$ cat src/verilog/sdc_pkg.sv
// shared constants for the serial converter input control
`default_nettype none
package sdc_pkg;
    localparam int              SDC_WORD_BITS  = 16;
    localparam logic [15:0]     SDC_CODE_MID   = 16'h8000;
    localparam logic [15:0]     SDC_CODE_ZERO  = 16'h0000;
    localparam logic [15:0]     SDC_SHIFT_INIT = 16'h0000;
    localparam int              SDC_SYNC_STAGES = 2;
    localparam int              SDC_CODE_SPAN  = 65536;
    typedef logic [SDC_WORD_BITS-1:0] sdc_word_type;
endpackage : sdc_pkg
`default_nettype wire

$ cat src/verilog/sdc_pins_if.sv
// synchronised pin levels passed from the front end to the core
`default_nettype none
interface sdc_pins_if;
    logic sel_n;
    logic sclk;
    logic sdata;
    logic latch_n;
    logic update;
    logic rst;
    logic rsel;
    modport src (output sel_n, sclk, sdata, latch_n, update, rst, rsel);
    modport dst (input  sel_n, sclk, sdata, latch_n, update, rst, rsel);
endinterface : sdc_pins_if
`default_nettype wire

$ cat src/verilog/sdc_top.sv
// serial converter input control: shift, input and output registers
`default_nettype none
// Contract
// - A transfer is one 16-bit code, most significant bit first.
// - Each shift edge takes one serial_in bit into the shift register.
// - The shift clock is chip select OR serial clock; its rise shifts once.
// - The shift register holds unless that combined clock rises.
// - While input_latch_n is low the input register follows the shift register.
// - A dac_update rise with select, reset and latch high loads the output register.
// - The converter code changes only on that update edge or on a reset rise.
// - New serial data never disturbs the output register.
// - A reset rise presets both registers regardless of other inputs.
// - The preset is 8000h with reset_value_select high, else 0000h.
// - A reset rise leaves the shift register unchanged.
// - serial_out is driven from the shift register's top bit.
// - The output code is straight binary over a span of 65536.
module sdc_top #(
    parameter int WORD_BITS = sdc_pkg::SDC_WORD_BITS
) (
    input  wire logic                 ref_clk_i,
    input  wire logic                 reset_i,
    input  wire logic                 chip_select_n_i,
    input  wire logic                 serial_clk_i,
    input  wire logic                 serial_in_i,
    input  wire logic                 input_latch_n_i,
    input  wire logic                 dac_update_i,
    input  wire logic                 preset_i,
    input  wire logic                 reset_value_select_i,
    output logic                      serial_out_o,
    output sdc_pkg::sdc_word_type     input_code_o,
    output sdc_pkg::sdc_word_type     dac_code_o,
    output logic                      dac_loaded_o
);
    import sdc_pkg::*;

    sdc_pins_if pins ();

    sdc_sync u_sync (
        .ref_clk_i (ref_clk_i),
        .reset_i   (reset_i),
        .pins_i    ({reset_value_select_i, preset_i, dac_update_i, input_latch_n_i,
                     serial_in_i, serial_clk_i, chip_select_n_i}),
        .pins      (pins)
    );

    sdc_word_type shift_r;
    sdc_word_type shift_nxt;
    sdc_word_type inreg_r;
    sdc_word_type inreg_nxt;
    sdc_word_type dacreg_r;
    sdc_word_type dacreg_nxt;
    logic         comb_clk_r;
    logic         comb_clk_nxt;
    logic         upd_prev_r;
    logic         upd_prev_nxt;
    logic         rst_prev_r;
    logic         rst_prev_nxt;
    logic         loaded_r;
    logic         loaded_nxt;
    logic         comb_clk;
    logic         shift_edge;
    logic         upd_edge;
    logic         rst_edge;
    sdc_word_type preset_code;

    assign comb_clk    = pins.sel_n | pins.sclk;
    assign shift_edge  = comb_clk & ~comb_clk_r;
    assign upd_edge    = pins.update & ~upd_prev_r;
    assign rst_edge    = pins.rst & ~rst_prev_r;
    assign preset_code = pins.rsel ? SDC_CODE_MID : SDC_CODE_ZERO;

    // edge history
    // preset pin idles high, so its history starts high: no false preset
    always_comb begin
        comb_clk_nxt = comb_clk;
        upd_prev_nxt = pins.update;
        rst_prev_nxt = pins.rst;
        if (reset_i) begin
            comb_clk_nxt = 1'b1;
            upd_prev_nxt = 1'b0;
            rst_prev_nxt = 1'b1;
        end
    end

    always_ff @(posedge ref_clk_i) begin
        comb_clk_r <= comb_clk_nxt;
        upd_prev_r <= upd_prev_nxt;
        rst_prev_r <= rst_prev_nxt;
    end

    // shift register, msb first, untouched by the preset
    always_comb begin
        shift_nxt = shift_r;
        if (shift_edge) begin
            shift_nxt = {shift_r[WORD_BITS-2:0], pins.sdata};
        end
        if (reset_i) begin
            shift_nxt = SDC_SHIFT_INIT;
        end
    end

    always_ff @(posedge ref_clk_i) begin
        shift_r <= shift_nxt;
    end

    // input and output registers; preset has top priority
    always_comb begin
        inreg_nxt  = inreg_r;
        dacreg_nxt = dacreg_r;
        loaded_nxt = 1'b0;
        if (rst_edge) begin
            inreg_nxt  = preset_code;
            dacreg_nxt = preset_code;
        end else begin
            if (!pins.latch_n) begin
                inreg_nxt = shift_r;
            end
            if (upd_edge && pins.sel_n && pins.rst && pins.latch_n) begin
                dacreg_nxt = inreg_r;
                loaded_nxt = 1'b1;
            end
        end
        if (reset_i) begin
            inreg_nxt  = SDC_CODE_ZERO;
            dacreg_nxt = SDC_CODE_ZERO;
            loaded_nxt = 1'b0;
        end
    end

    always_ff @(posedge ref_clk_i) begin
        inreg_r  <= inreg_nxt;
        dacreg_r <= dacreg_nxt;
        loaded_r <= loaded_nxt;
    end

    assign serial_out_o = shift_r[WORD_BITS-1];
    assign input_code_o = inreg_r;
    assign dac_code_o   = dacreg_r;
    assign dac_loaded_o = loaded_r;

    a_shift_moves: assert property (@(posedge ref_clk_i) disable iff (reset_i)
        shift_edge |=> shift_r == {$past(shift_r[WORD_BITS-2:0]), $past(pins.sdata)})
        else $error("shift register did not take serial bit");
    a_shift_holds: assert property (@(posedge ref_clk_i) disable iff (reset_i)
        !shift_edge |=> $stable(shift_r))
        else $error("shift register moved without edge");
    a_preset_value: assert property (@(posedge ref_clk_i) disable iff (reset_i)
        rst_edge |=> (dacreg_r == ($past(pins.rsel) ? 16'h8000 : 16'h0000))
                     && inreg_r == dacreg_r)
        else $error("wrong preset code");
    a_preset_shift: assert property (@(posedge ref_clk_i) disable iff (reset_i)
        (rst_edge && !shift_edge) |=> $stable(shift_r))
        else $error("preset disturbed shift register");
    a_latch_follow: assert property (@(posedge ref_clk_i) disable iff (reset_i)
        (!pins.latch_n && !rst_edge) |=> inreg_r == $past(shift_r))
        else $error("input register not following");
    a_update_load: assert property (@(posedge ref_clk_i) disable iff (reset_i)
        (upd_edge && pins.sel_n && pins.rst && pins.latch_n && !rst_edge)
        |=> dacreg_r == $past(inreg_r) && dac_loaded_o)
        else $error("update edge did not load");
    a_output_stable: assert property (@(posedge ref_clk_i) disable iff (reset_i)
        (!upd_edge && !rst_edge) |=> $stable(dacreg_r))
        else $error("output code changed without update");
    a_chain_out: assert property (@(posedge ref_clk_i) disable iff (reset_i)
        shift_edge |=> serial_out_o == $past(shift_r[WORD_BITS-2]))
        else $error("serial_out not top bit");
    a_loaded_pulse: assert property (@(posedge ref_clk_i) disable iff (reset_i)
        dac_loaded_o |=> !dac_loaded_o)
        else $error("load pulse too long");

    // refusals, holds and priorities
    a_update_refused: assert property (@(posedge ref_clk_i) disable iff (reset_i)
        (upd_edge && !(pins.sel_n && pins.rst && pins.latch_n) && !rst_edge)
        |=> $stable(dacreg_r) && !dac_loaded_o)
        else $error("refused update changed output register");
    a_latch_keeps_dac: assert property (@(posedge ref_clk_i) disable iff (reset_i)
        (!pins.latch_n && !upd_edge && !rst_edge)
        |=> $stable(dacreg_r))
        else $error("latch disturbed output register");
    a_serial_no_disturb: assert property (@(posedge ref_clk_i) disable iff (reset_i)
        (shift_edge && !upd_edge && !rst_edge)
        |=> $stable(dacreg_r))
        else $error("shifting disturbed output register");
    a_inreg_holds: assert property (@(posedge ref_clk_i) disable iff (reset_i)
        (pins.latch_n && !rst_edge)
        |=> $stable(inreg_r))
        else $error("input register moved while latch high");
    a_preset_no_load: assert property (@(posedge ref_clk_i) disable iff (reset_i)
        rst_edge
        |=> !dac_loaded_o)
        else $error("preset flagged as update load");
    a_preset_wins: assert property (@(posedge ref_clk_i) disable iff (reset_i)
        (rst_edge && !pins.latch_n)
        |=> inreg_r == dacreg_r && !dac_loaded_o)
        else $error("latch overrode preset");
    a_loaded_cause: assert property (@(posedge ref_clk_i) disable iff (reset_i)
        dac_loaded_o
        |-> $past(upd_edge))
        else $error("load flag without update edge");
    a_dac_matches_input: assert property (@(posedge ref_clk_i) disable iff (reset_i)
        dac_loaded_o
        |-> dac_code_o == $past(inreg_r))
        else $error("output register not loaded from input register");
    a_chain_holds: assert property (@(posedge ref_clk_i) disable iff (reset_i)
        !shift_edge
        |=> $stable(serial_out_o))
        else $error("serial_out moved without shift edge");
    a_msb_first: assert property (@(posedge ref_clk_i) disable iff (reset_i)
        shift_edge
        |=> shift_r[0] == $past(pins.sdata))
        else $error("new bit not at the low end");

    c_shift: cover property (@(posedge ref_clk_i) disable iff (reset_i) shift_edge);
    c_latch: cover property (@(posedge ref_clk_i) disable iff (reset_i) !pins.latch_n);
    c_update: cover property (@(posedge ref_clk_i) disable iff (reset_i) dac_loaded_o);
    c_mid: cover property (@(posedge ref_clk_i) disable iff (reset_i) rst_edge && pins.rsel);
    c_refused: cover property (@(posedge ref_clk_i) disable iff (reset_i) upd_edge && !pins.latch_n);
endmodule : sdc_top
`default_nettype wire

$ cat src/verilog/sdc_sync.sv
// two-stage synchroniser bank for the converter pins
`default_nettype none
module sdc_sync (
    input  wire logic  ref_clk_i,
    input  wire logic  reset_i,
    input  wire logic  [6:0] pins_i,
    sdc_pins_if.src    pins
);
    logic [6:0] stage1_r;
    logic [6:0] stage2_r;
    logic [6:0] stage1_nxt;
    logic [6:0] stage2_nxt;

    // idle levels: deselected, clock high, latch and preset high, update low
    always_comb begin
        stage1_nxt = pins_i;
        stage2_nxt = stage1_r;
        if (reset_i) begin
            stage1_nxt = 7'h2B;
            stage2_nxt = 7'h2B;
        end
    end

    always_ff @(posedge ref_clk_i) begin
        stage1_r <= stage1_nxt;
        stage2_r <= stage2_nxt;
    end

    assign pins.sel_n   = stage2_r[0];
    assign pins.sclk    = stage2_r[1];
    assign pins.sdata   = stage2_r[2];
    assign pins.latch_n = stage2_r[3];
    assign pins.update  = stage2_r[4];
    assign pins.rst     = stage2_r[5];
    assign pins.rsel    = stage2_r[6];
endmodule : sdc_sync
`default_nettype wire

$ cat config.mk
export PLATFORM = sky130hd
export DESIGN_NAME = sdc_top
export DESIGN_NICKNAME = d
export VERILOG_FILES = /design/src/verilog/sdc_pkg.sv /design/src/verilog/sdc_pins_if.sv /design/src/verilog/sdc_top.sv /design/src/verilog/sdc_sync.sv
export SDC_FILE = /design/constraint.sdc
export NUM_CORES = 1
export LEC_CHECK = 0
export BUFFER_PORTS_ARGS = -buffer_cell sky130_fd_sc_hd__buf_2
export CAP_MARGIN = 20
export CORE_ASPECT_RATIO = 1.2
export CORE_MARGIN = 4
export CORE_UTILIZATION = 47
export DETAILED_ROUTE_END_ITERATION = 16
export PLACE_DENSITY_LB_ADDON = 0.2
export SYNTH_ARGS = -nofsm -noshare
export SYNTH_HDL_FRONTEND = slang
export SYNTH_SLANG_ARGS = --single-unit
export TNS_END_PERCENT = 100
$ cat constraint.sdc
create_clock -name ref_clk_i -period 3.4 [get_ports ref_clk_i]
set_input_delay 0.17 -clock ref_clk_i [delete_from_list [all_inputs] [get_ports ref_clk_i]]
set_output_delay 0.17 -clock ref_clk_i [all_outputs]
set_load 0.005 [all_outputs]
## After elaboration in Yosys (flattened, before gate mapping)

Cells that the tools add are included.

| word-level totals | value |
|---|---|
| logic and storage cells | 28 |
| input port bits | 9 |
| ROM bits | 0 |
| flip-flop bits (word level) | 66 |
| output and inout port bits | 34 |
| memories | 0 |
| latch bits | 0 |
| bits in writable memories | 0 |

| operators by class | value |
|---|---|
| bitwise logic cells | 7 |
| magnitude comparators | 0 |
| equal/unequal tests | 1 |
| reductions and logical operators | 5 |
| mux-type cells | 6 |
| $mul | 0 |
| div/mod/pow operators | 0 |
| shifts and indexed selects | 0 |
| $add $sub $neg | 0 |

Operators by type and width:

| cell | number |
|---|---|
| $mux W16 | 5 |
| $and A1 B1 Y1 | 3 |
| $logic_and A1 B1 Y1 | 3 |
| $not A1 Y1 | 3 |
| $ne A2 B2 Y1 const B | 1 |
| $reduce_bool A2 Y1 | 1 |
| $reduce_or A2 Y1 | 1 |
| $mux W1 | 1 |
| $or A1 B1 Y1 | 1 |

## Longest topological paths before layout

Gate-level depths: netlist of the first run.

| logic depth | value |
|---|---|
| depth after elaboration | 7 |
| gate-level depth with buffers | 6 |
| mapped depth without buffers | 3 |

## Hierarchy

A second synthesis of the first run with hierarchy kept.

| unflattened totals | value |
|---|---|
| cell total of the unflattened synthesis | 258 |
| area total of the unflattened synthesis | 2396.0 um^2 |

By module, submodules not included:

| module | cells an instance | instances | area each (um^2) | sequential area each (um^2) |
|---|---|---|---|---|
| sdc_top | 229 | 1 | 2011.9 | 1041.0 |
| sdc_sync | 29 | 1 | 384.1 | 280.3 |

## Worst setup path before layout of the first run

OpenSTA, ideal clock, no wires.

| timing path | value |
|---|---|
| path kind | register -> register |
| start point | register u_sync.stage2_r[5] |
| end point | register dacreg_r[15], in the netlist dac_code_o[15] |
| setup time | 119 ps |
| data arrival time | 1071 ps |
| stages on the path, launching flop included | 5 |
| path buffers | 2 |
| path slack | 2210 ps |
| clock period less this slack | 1190 ps |
| required time | 3281 ps |
| cells stage by stage | dfxtp_1 -> clkbuf_1 -> clkbuf_1 -> nand3_1 -> o221a_2 |

| between the ends | value |
|---|---|
| cells in the longest elaborated chain, start to end | 3 |
| elaborated cells between the ends (all ways) | 5 |
| those cells by class | 1 x mux; 1 x bitwise; 3 x reduce/logical |

RTL lines:

| what | line | RTL |
|---|---|---|
| from (decl) | sdc_sync.sv:10 | `logic [6:0] stage2_r;` |
| from (signal assigned) | sdc_sync.sv:26 | `stage2_r <= stage2_nxt;` |
| $logic_and A1 B1 Y1 (2 in a row) | sdc_top.sv:118 | `if (upd_edge && pins.sel_n && pins.rst && pins.latch_n) begin` |
| $reduce_bool A2 Y1 (no source line) | n/a |  |
| to (signal assigned) | sdc_top.sv:132 | `dacreg_r <= dacreg_nxt;` |
| to (decl) | sdc_top.sv:50 | `sdc_word_type dacreg_r;` |

Parallel ways exist; a longest one is shown, timed or not.
A chain may end at the register's enable or synchronous reset.

## Worst setup path after layout of the first run

| timing path | value |
|---|---|
| start point | register u_sync.stage2_r[3] |
| end point | register dacreg_r[15], in the netlist dac_code_o[15] |

| between the ends | value |
|---|---|
| cells in the longest elaborated chain, start to end | 2 |

RTL lines:

| what | line |
|---|---|
| $logic_and A1 B1 Y1 | sdc_top.sv:118 |
| $reduce_bool A2 Y1 (no source line) | n/a |

Every way passes these cells.

==> impl_metrics.json, run 1 <==
{
  "cp_slowest_stage_delay_ps": 580,
  "grt_pass1_wl_mm": 7.85,
  "cts.hold.buffers_added": 4,
  "synth-seq-area-share_pct": 54.5,
  "drt-met1-wl_mm": 2.33,
  "slowest_stage": "nand4b_1",
  "synth_cell_types": 25,
  "post_cts_buffers": 0,
  "rr_worst_depth": 4,
  "tns_ps": 0,
  "reg2reg_slack_ps": 1610,
  "synth_seq_cells": 66,
  "hpwl_mm": 3.04,
  "drive_gt1_share_pct": 24.3,
  "maxCapViolations": 0,
  "cp_cell_sequence": "buf_4 > nand4b_1 > a21boi_0 > o221a_2",
  "final_cell_area_um2": 2840,
  "antenna_left": 0,
  "critical_path_class": "reg -> reg",
  "num_vias": 1880,
  "wl_mm": 4.73,
  "insertion_delay_ps": 340,
  "worstSetupStartpointType": "flip-flop",
  "drtIter0Drc": 271,
  "dpl-instance-area_um2": 2610,
  "clock_skew_ps": 8.70,
  "drc": 0,
  "syn_avg_cell_area_um2": 9.43,
  "die_w_um": 73.5,
  "cts-buffers-inserted": 9,
  "cts_tree": "yes",
  "post-route-util_pct": 57.2,
  "r2r_end": "dac_code_o[15]",
  "core_um2": 4970,
  "h-tree-depth": 3,
  "area_delta_synth_final_pct": 17.4,
  "dpl.cell_count": 340,
  "met2WireLength_mm": 2.10,
  "hold_ws_ps": 36.4,
  "fin_crit_sh_pct": 52.6,
  "chipHeight_um": 86.6,
  "tightest_slew_ps": 854,
  "io_pins": 43,
  "dieArea_um2": 6370,
  "power_leakage_nw": 1.19,
  "worstHoldStart": "dac_update_i",
  "hold_path_end": "u_sync.stage1_r[4]",
  "drv_slew": 0,
  "outcome": "completed",
  "hold_viol_final": 0,
  "p_per_area_nw_per_um2": 510,
  "synth_cells": 257,
  "syn_nets": 266,
  "clock-sinks": 66,
  "overflow": 0,
  "stdcell_count": 360,
  "routabilityCongestion": 0.725,
  "ys_warn_count": 0,
  "setup_viol": 0,
  "cp.arrival_ps": 2080,
  "io_buffers": 42,
  "period_needed_ps": 1790,
  "antenna_found_initial": 0,
  "rr_startpoint": "u_sync.stage2_r[3]",
  "clock.fmax_mhz": 560,
  "wire_per_inst_um": 13.1,
  "routed_via_density": 5.22,
  "diodes": 0,
  "clockBufferDepth": 2,
  "syn_area_um2": 2420,
  "end_kind": "flip-flop",
  "cp_top_family": "simple AND/OR/NAND/NOR gates",
  "peakVddDrop_mv": 0.285,
  "clk_pin_slew_ps": 70,
  "firstDrtPassIters": 4,
  "slew-limit-headroom_pct": 43.1,
  "grt_max_degree": 53,
  "rsz0062_at_grt": "no",
  "crit_fanout": 18,
  "initial_utilization_pct": 48.7,
  "grt.total_usage_pct": 15.9,
  "cp.required_ps": 3690,
  "worstHoldPathType": "in -> reg",
  "grt_pass1_vias": 1603,
  "root_buffer": "clkbuf_8",
  "cts_resized": 0,
  "cp_num_buf_inv": 1,
  "routed-wl-met3_um": 210,
  "num-nets-final": 304,
  "routed.top_layer": "met4",
  "row_count": 28,
  "worstHoldPathCells": 2
}
[stage by stage]
step | worst slack, ps | total power, mW
after CTS | 1550 | 1.47
after floorplan | 2210 | 0.844
after global placement | 1610 | 0.853
after global routing | 1400 | 1.51
after detailed placement | 1580 | 0.854
final | 1610 | 1.45
[kinds of logic after synthesis]
kind of cell / count (synthesis) / share of synthesized area (%)
flip-flops: 66 / 54.5
AND/OR/NAND/NOR: 117 / 24.9
AO/OA/AOI/OAI: 36 / 9.14
multiplexers: 16 / 6.61
buffers and inverters: 22 / 4.80
[sequential cells by signal, summed over array words and instances (netlist names)]
register and cells:
comb_clk_r 1, dac_code_o 16, dac_loaded_o 1, input_code_o 16, rst_prev_r 1, shift_r 16
u_sync.stage1_r 7, u_sync.stage2_r 7, upd_prev_r 1
[worst register-to-register path: stages, from the launching register on]
cell and delay (ps):
dfxtp_1 310, buf_4 270, nand4b_1 580, a21boi_0 370, o221a_2 210
[synthesized netlist by cell type]
| cell | instances | area (um2) |
|---|---|---|
| nand2_1 | 32 | 120 |
| nor3b_1 | 1 | 7.51 |
| o21ba_2 | 1 | 10.0 |
| or2_2 | 9 | 56.3 |
| nand3_1 | 16 | 80.1 |
| nor2b_1 | 7 | 43.8 |
| nand4b_1 | 1 | 8.76 |
| buf_6 | 3 | 33.8 |
| dfxtp_1 | 66 | 1320 |
| and4b_1 | 2 | 20.0 |
| nand2b_1 | 17 | 106 |
| or3_1 | 1 | 6.26 |
| nor2_1 | 16 | 60.1 |
| nand4_1 | 15 | 93.8 |
| a211oi_1 | 1 | 7.51 |
| buf_1 | 1 | 3.75 |
| a31oi_1 | 15 | 93.8 |
| o21bai_2 | 1 | 11.3 |
| o221a_2 | 1 | 11.3 |
| mux2i_1 | 16 | 160 |
| clkbuf_2 | 1 | 5.00 |
| a21boi_0 | 1 | 7.51 |
| a21oi_1 | 16 | 80.1 |
| buf_2 | 8 | 40.0 |
| clkbuf_1 | 9 | 33.8 |
[power by group]
| group | switching [mW] | internal (mW) |
|---|---|---|
| Combinational | 0.0308 | 0.0218 |
| Clock | 0.290 | 0.322 |
| Sequential | 0.00367 | 0.783 |
| Total | 0.324 | 1.13 |
[worst max path at each step]
stage	start	cells past startpoint	slack, ps	endpoint
floorplan	u_sync.stage2_r[5]	4	2210	dac_code_o[15]
global placement	u_sync.stage2_r[3]	4	1610	dac_code_o[15]
detailed placement	u_sync.stage2_r[3]	4	1580	dac_code_o[15]
CTS	u_sync.stage2_r[3]	4	1550	dac_code_o[15]
global route	u_sync.stage2_r[3]	4	1400	dac_code_o[15]
finish	u_sync.stage2_r[3]	4	1610	dac_code_o[15]
[layout by cell type (no fill, tap or decap)]
master,instances
or3_1,1
dlygate4sd3_1,4
o21bai_2,1
a31oi_1,15
a211oi_1,1
nor2_1,16
clkinvlp_4,2
o21ba_2,1
nand4b_1,1
nand2b_1,17
buf_4,3
nand4_1,15
and4b_1,2
o221a_2,1
or2_2,9
a21boi_0,1
nand3_1,16
nand2_1,32
mux2i_1,16
dfxtp_1,66
clkinv_2,2
buf_2,42
a21oi_1,16
clkbuf_8,12
nor2b_1,7
nor3b_1,1
[layer usage]
metal	vias to the layer above	global-route usage, %
met5	-	0
met4	0	8.90
met3	8	4.99
met2	32	22.7
met1	877	21.0
li1	963	-
[final cells by class]
cell class | count | area, um2
clock buffer | 12 | 165
clock inverter | 4 | 25.0
fill | 469 | 2130
multi-input combinational | 169 | 985
sequential | 66 | 1320
tap | 60 | 75.1
timing repair buffer | 49 | 273
(Power assumes the default switching activity.)
==> run 2: changes to the inputs <==
--- a/config.mk
+++ b/config.mk
@@ -5,6 +5,7 @@
 export SDC_FILE = /design/constraint.sdc
 export NUM_CORES = 1
 export LEC_CHECK = 0
+export ABC_AREA = 1
 export BUFFER_PORTS_ARGS = -buffer_cell sky130_fd_sc_hd__buf_2
 export CAP_MARGIN = 20
 export CORE_ASPECT_RATIO = 1.2
==> constraint.sdc (replaced) <==
create_clock -name ref_clk_i -period 1.5 [get_ports ref_clk_i]
set_input_delay 0.075 -clock ref_clk_i [delete_from_list [all_inputs] [get_ports ref_clk_i]]
set_output_delay 0.075 -clock ref_clk_i [all_outputs]
set_load 0.005 [all_outputs]
==> impl_metrics.json, run 2 <==
{
  "sw_frac_of_total_pct": 21.3,
  "setup_slack_ps": 264,
  "drv_slew": 0,
  "overflow": 0,
  "syn_avg_cell_area_um2": 8.57,
  "die_w_um": 72.4,
  "diodes": 0,
  "power_leakage_nw": 1.30,
  "h-tree-depth": 3,
  "busiest_layer": "met2",
  "synth_top_area_share_pct": 56.5,
  "maxCapViolations": 0,
  "root_buffer": "clkbuf_8",
  "grtUsageMet3_pct": 5.33,
  "clockBufferDepth": 2,
  "worstSetupStartpointType": "flip-flop",
  "cts_tree": "yes",
  "row_count": 27,
  "drtIter0Drc": 102,
  "rsz0062_at_grt": "no",
  "pwr-share-comb_pct": 4.5,
  "drc": 0,
  "initial_utilization_pct": 49.8,
  "async_flop_share_pct": 0,
  "r2r_end": "dac_code_o[15]",
  "ys_warn_count": 0,
  "grt.total_usage_pct": 17.1,
  "final_cell_mix": "66 x dfxtp_1, 52 x nand2_1, 42 x buf_2",
  "reg2reg_slack_ps": 260,
  "worstHoldPathType": "in -> reg",
  "wl_mm": 4.83,
  "firstDrtPassIters": 4,
  "peakVddDrop_mv": 0.758,
  "synth-seq-area-share_pct": 56.5,
  "end_kind": "flip-flop",
  "clock-sinks": 66,
  "cp.required_ps": 1730,
  "grt_max_degree": 33,
  "rr_worst_depth": 5,
  "worstHoldPathCells": 4,
  "cts-buffers-inserted": 9,
  "post-route-util_pct": 60.8,
  "p_int_mw": 2.78,
  "post_cts_buffers": 0,
  "cts.hold.buffers_added": 7,
  "pwr-share-clk_pct": 44.7,
  "syn_nets": 282,
  "num-nets-final": 331,
  "power.switching_uw": 753,
  "clock.fmax_mhz": 809,
  "dieArea_um2": 6170,
  "p_per_area_nw_per_um2": 1240,
  "final_common_cell": "dfxtp_1",
  "slew-limit-headroom_pct": 68.7,
  "hold_path_end": "shift_r[10]",
  "hpwl_mm": 3.10,
  "seqPwrFrac_pct": 50.8,
  "clk_pin_slew_ps": 70,
  "tns_ps": 0,
  "synth_seq_cells": 66,
  "routabilityCongestion": 0.745,
  "synth_cells": 273,
  "gr-usage-met2_pct": 26.2,
  "rr_startpoint": "u_sync.stage2_r[5]",
  "cp.arrival_ps": 1470,
  "synth_cell_types": 26,
  "grt_pass1_vias": 1771,
  "period_needed_ps": 1240,
  "io_pins": 43,
  "stdcell_count": 385,
  "io_buffers": 42,
  "total_power_mw": 3.53,
  "chipHeight_um": 85.3,
  "cts_resized": 0,
  "synth_area_leaders": "dfxtp_1 57%, nand2_1 8.3%, nor2_1 6.6%, nand4_1 4.0%, a21oi_1 3.6%",
  "setup_viol": 0,
  "outcome": "completed",
  "clock_skew_ps": 7.16,
  "drive_gt1_share_pct": 25.1,
  "critical_path_class": "reg -> reg",
  "syn_area_um2": 2340,
  "fin_crit_sh_pct": 82.4,
  "worstHoldStart": "reset_i",
  "dp_slack_ps": 245,
  "synth_edf_count": 0,
  "yosysTopAreaCell": "dfxtp_1",
  "use_met1_pct": 21.4,
  "routed_via_density": 4.95,
  "tightest_slew_ps": 470,
  "core_um2": 4700,
  "wire_per_inst_um": 12.6,
  "crit_fanout": 17,
  "synth_ff_type": "dfxtp_1",
  "num_vias": 1904,
  "antenna_left": 0,
  "synth_commonest_cells": "66 x dfxtp_1, 52 x nand2_1, 41 x nor2_1, 17 x a21oi_1, 17 x o21ai_0",
  "grt_pass1_wl_mm": 8.23,
  "antenna_found_initial": 0,
  "area_delta_synth_final_pct": 22.1,
  "post-synth-top-count-cell": "dfxtp_1",
  "dpl.cell_count": 362,
  "insertion_delay_ps": 340,
  "fill_cells": 434,
  "hold_viol_final": 0
}
-- run 2: routing by layer --
metal	wire, um	share of wire [%]	vias up
met3	245	5.1	13
met4	109	2.3	0
met1	2190	45	867
met5	0	0	-
met2	2290	47	40
li1	-	-	984
-- run 2: worst max-delay path, cell delays in order, from the launching register on --
cell and delay (ps):
dfxtp_1 410, nand2_1 90, inv_2 80, nand3_2 270, a21oi_1 220, nor2_1 60
-- run 2: logic make-up after synthesis --
group,synth area share (%)
and+or+nand+nor,28.5
DFF,56.5
AOI/OAI and AO/OA,8.29
buffers and inverters,6.74
-- run 2: worst max path at each step --
| stage | cells after the start | end | from |
|---|---|---|---|
| 6_report | 5 | dac_code_o[15] | u_sync.stage2_r[5] |
| 5_1_grt | 5 | dac_code_o[15] | u_sync.stage2_r[5] |
| 4_1_cts | 5 | dac_code_o[15] | u_sync.stage2_r[5] |
| 3_5_place_dp | 5 | dac_code_o[15] | u_sync.stage2_r[5] |
| 3_3_place_gp | 5 | dac_code_o[15] | u_sync.stage2_r[5] |
| 2_1_floorplan | 6 | dac_code_o[10] | u_sync.stage2_r[5] |
-- run 2: area by class of cell --
cell class / count / area, um2 / share of cell area [%]
timing repair buffer: 53 / 335 / 11.7
multi-input combinational: 177 / 860 / 30.1
clock inverter: 5 / 78.8 / 2.76
clock buffer: 11 / 131 / 4.60
inverter: 15 / 56.3 / 1.97
sequential: 66 / 1320 / 46.3
tap: 58 / 72.6 / 2.54
-- run 2: power groups by stage --
stage	clock [mW]	combinational (mW)	sequential, mW
after CTS	1.62	0.161	1.79
final	1.58	0.160	1.79
after floorplan	0	0.106	1.83
after detailed placement	0	0.145	1.83
after global routing	1.69	0.178	1.79
after global placement	0	0.143	1.83
-- run 2: per-stage QoR --
stage	cell area [um2]	hold slack, ps
3_3_place_gp	2570	257
5_1_grt	2860	158
2_1_floorplan	2340	179
3_5_place_dp	2570	262
6_report	2860	139
4_1_cts	2860	131
==> run 3: changes to the inputs <==
--- a/config.mk
+++ b/config.mk
@@ -5,7 +5,7 @@
 export SDC_FILE = /design/constraint.sdc
 export NUM_CORES = 1
 export LEC_CHECK = 0
-export ABC_AREA = 1
+export ABC_AREA = 0
 export BUFFER_PORTS_ARGS = -buffer_cell sky130_fd_sc_hd__buf_2
 export CAP_MARGIN = 20
 export CORE_ASPECT_RATIO = 1.2
==> constraint.sdc (replaced) <==
create_clock -name ref_clk_i -period 1.02 [get_ports ref_clk_i]
set_input_delay 0.051 -clock ref_clk_i [delete_from_list [all_inputs] [get_ports ref_clk_i]]
set_output_delay 0.051 -clock ref_clk_i [all_outputs]
set_load 0.005 [all_outputs]
==> impl_metrics.json, run 3 (same netlist as run 1, synthesis figures left out) <==
{
  "drc": 0,
  "cts-buffers-inserted": 9,
  "wl_mm": 5.65,
  "p_per_area_nw_per_um2": 1530,
  "slew-limit-headroom_pct": 83.0,
  "diodes": 0,
  "clk_pin_slew_ps": 70,
  "fin_crit_sh_pct": 110,
  "wire_per_inst_um": 14.9,
  "end_kind": "flip-flop",
  "die_w_um": 73.5,
  "grt.total_usage_pct": 17.7,
  "stdcell_count": 379,
  "slowest_stage": "dfxtp_4",
  "setup_slack_ps": -105,
  "insertion_delay_ps": 340,
  "met2WireLength_mm": 2.76,
  "hold_ws_ps": 13.6,
  "io_buffers": 42,
  "num_vias": 2020,
  "initial_utilization_pct": 48.7,
  "drt-met1-wl_mm": 2.48,
  "overflow": 0,
  "io_pins": 43,
  "clock_skew_ps": 6.63,
  "outcome": "finished with violations",
  "clockBufferDepth": 2,
  "cp_slowest_stage_delay_ps": 360,
  "cp_cell_sequence": "and4b_2 > buf_4 > nand3_2 > o221a_2",
  "tightest_slew_ps": 254,
  "routabilityCongestion": 0.721,
  "multi_input_area_um2": 1240,
  "firstDrtPassIters": 4,
  "cts_tree": "yes",
  "worstHoldPathType": "in -> reg",
  "drive_gt1_share_pct": 42.6,
  "grt_pass1_vias": 1852,
  "rsz0062_at_grt": "yes",
  "drtIter0Drc": 92,
  "register_area_um2": 1330,
  "chipHeight_um": 86.6,
  "clock.fmax_mhz": 889,
  "maxCapViolations": 0,
  "critical_path_class": "reg -> reg",
  "antenna_left": 0,
  "routed-wl-met3_um": 267,
  "power_leakage_nw": 1.35,
  "hold_viol_final": 0,
  "setup_viol": 33,
  "area_delta_synth_final_pct": 38.3,
  "period_needed_ps": 1130,
  "final_common_cell": "dfxtp_1",
  "core_um2": 4970,
  "routed.top_layer": "met4",
  "violations": "negative setup slack",
  "worstHoldPathCells": 2,
  "hpwl_mm": 3.51,
  "clock-sinks": 66,
  "final_cell_mix": "61 x dfxtp_1, 42 x buf_2, 17 x nand2b_1",
  "grt_max_degree": 33,
  "row_count": 28,
  "h-tree-depth": 3,
  "cp.required_ps": 1250,
  "total_power_mw": 5.14,
  "fill_cells": 396,
  "crit_fanout": 4,
  "rr_worst_depth": 4,
  "worstSetupStartpointType": "flip-flop",
  "dieArea_um2": 6370,
  "antenna_found_initial": 0,
  "grt_pass1_wl_mm": 8.60,
  "root_buffer": "clkbuf_8",
  "cp.arrival_ps": 1360,
  "routed_via_density": 5.33,
  "peakVddDrop_mv": 0.885,
  "num-nets-final": 324,
  "post-route-util_pct": 67.4,
  "dpl.cell_count": 354,
  "drv_slew": 0
}
run 3: layout make-up:
| type | instances | share of cell area (%) |
|---|---|---|
| clock buffer | 13 | 5.04 |
| clock inverter | 2 | 1.05 |
| multi-input combinational | 170 | 37.1 |
| sequential | 66 | 39.7 |
| tap | 60 | 2.24 |
| timing repair buffer | 68 | 14.9 |
run 3: through the flow:
step	setup slack [ps]	setup TNS (ps)	cell area [um2]
4_1_cts	-95.2	-1620	3130
5_1_grt	-144	-4120	3350
3_3_place_gp	-75.8	-696	2830
2_1_floorplan	-126	-1870	2500
6_report	-105	-1470	3350
3_5_place_dp	-147	-1760	2830
run 3: worst paths after layout:
| kind | slack [ps] | endpoint | startpoint |
|---|---|---|---|
| hold reg to reg | 410 | u_sync.stage2_r[1] | u_sync.stage1_r[1] |
| setup reg to reg | -110 | dac_code_o[15] | u_sync.stage2_r[0] |
| hold / removal | 10 | comb_clk_r | reset_i |
| setup / recovery | -110 | dac_code_o[15] | u_sync.stage2_r[0] |
run 3: routing by layer:
layer,GRT usage [%],up-vias
met5,0,-
met4,9.72,0
met3,4.76,13
met2,27.2,45
met1,22.2,956
li1,-,1006
run 3: power by group:
| group | switching [mW] | internal (mW) | leakage [nW] |
|---|---|---|---|
| Sequential | 0.0184 | 2.61 | 0.534 |
| Combinational | 0.124 | 0.130 | 0.708 |
| Clock | 0.944 | 1.31 | 0.106 |
run 3: worst max-delay path, delay by kind of cell, from the launching register on:
| kind | cells | cell delay (ps) |
|---|---|---|
| flops | 1 | 360 |
| simple gates | 2 | 320 |
| compound gates | 1 | 220 |
| buf+inv | 1 | 120 |
run 3: what timing repair did:
item,in CTS,in global routing
endpoints found under the hold margin,7,0
setup buffers,1,1
setup endpoints to repair,38,49
pin swaps,3,39
cloned,0,2
resized for setup,5,54
hold buffers,7,0
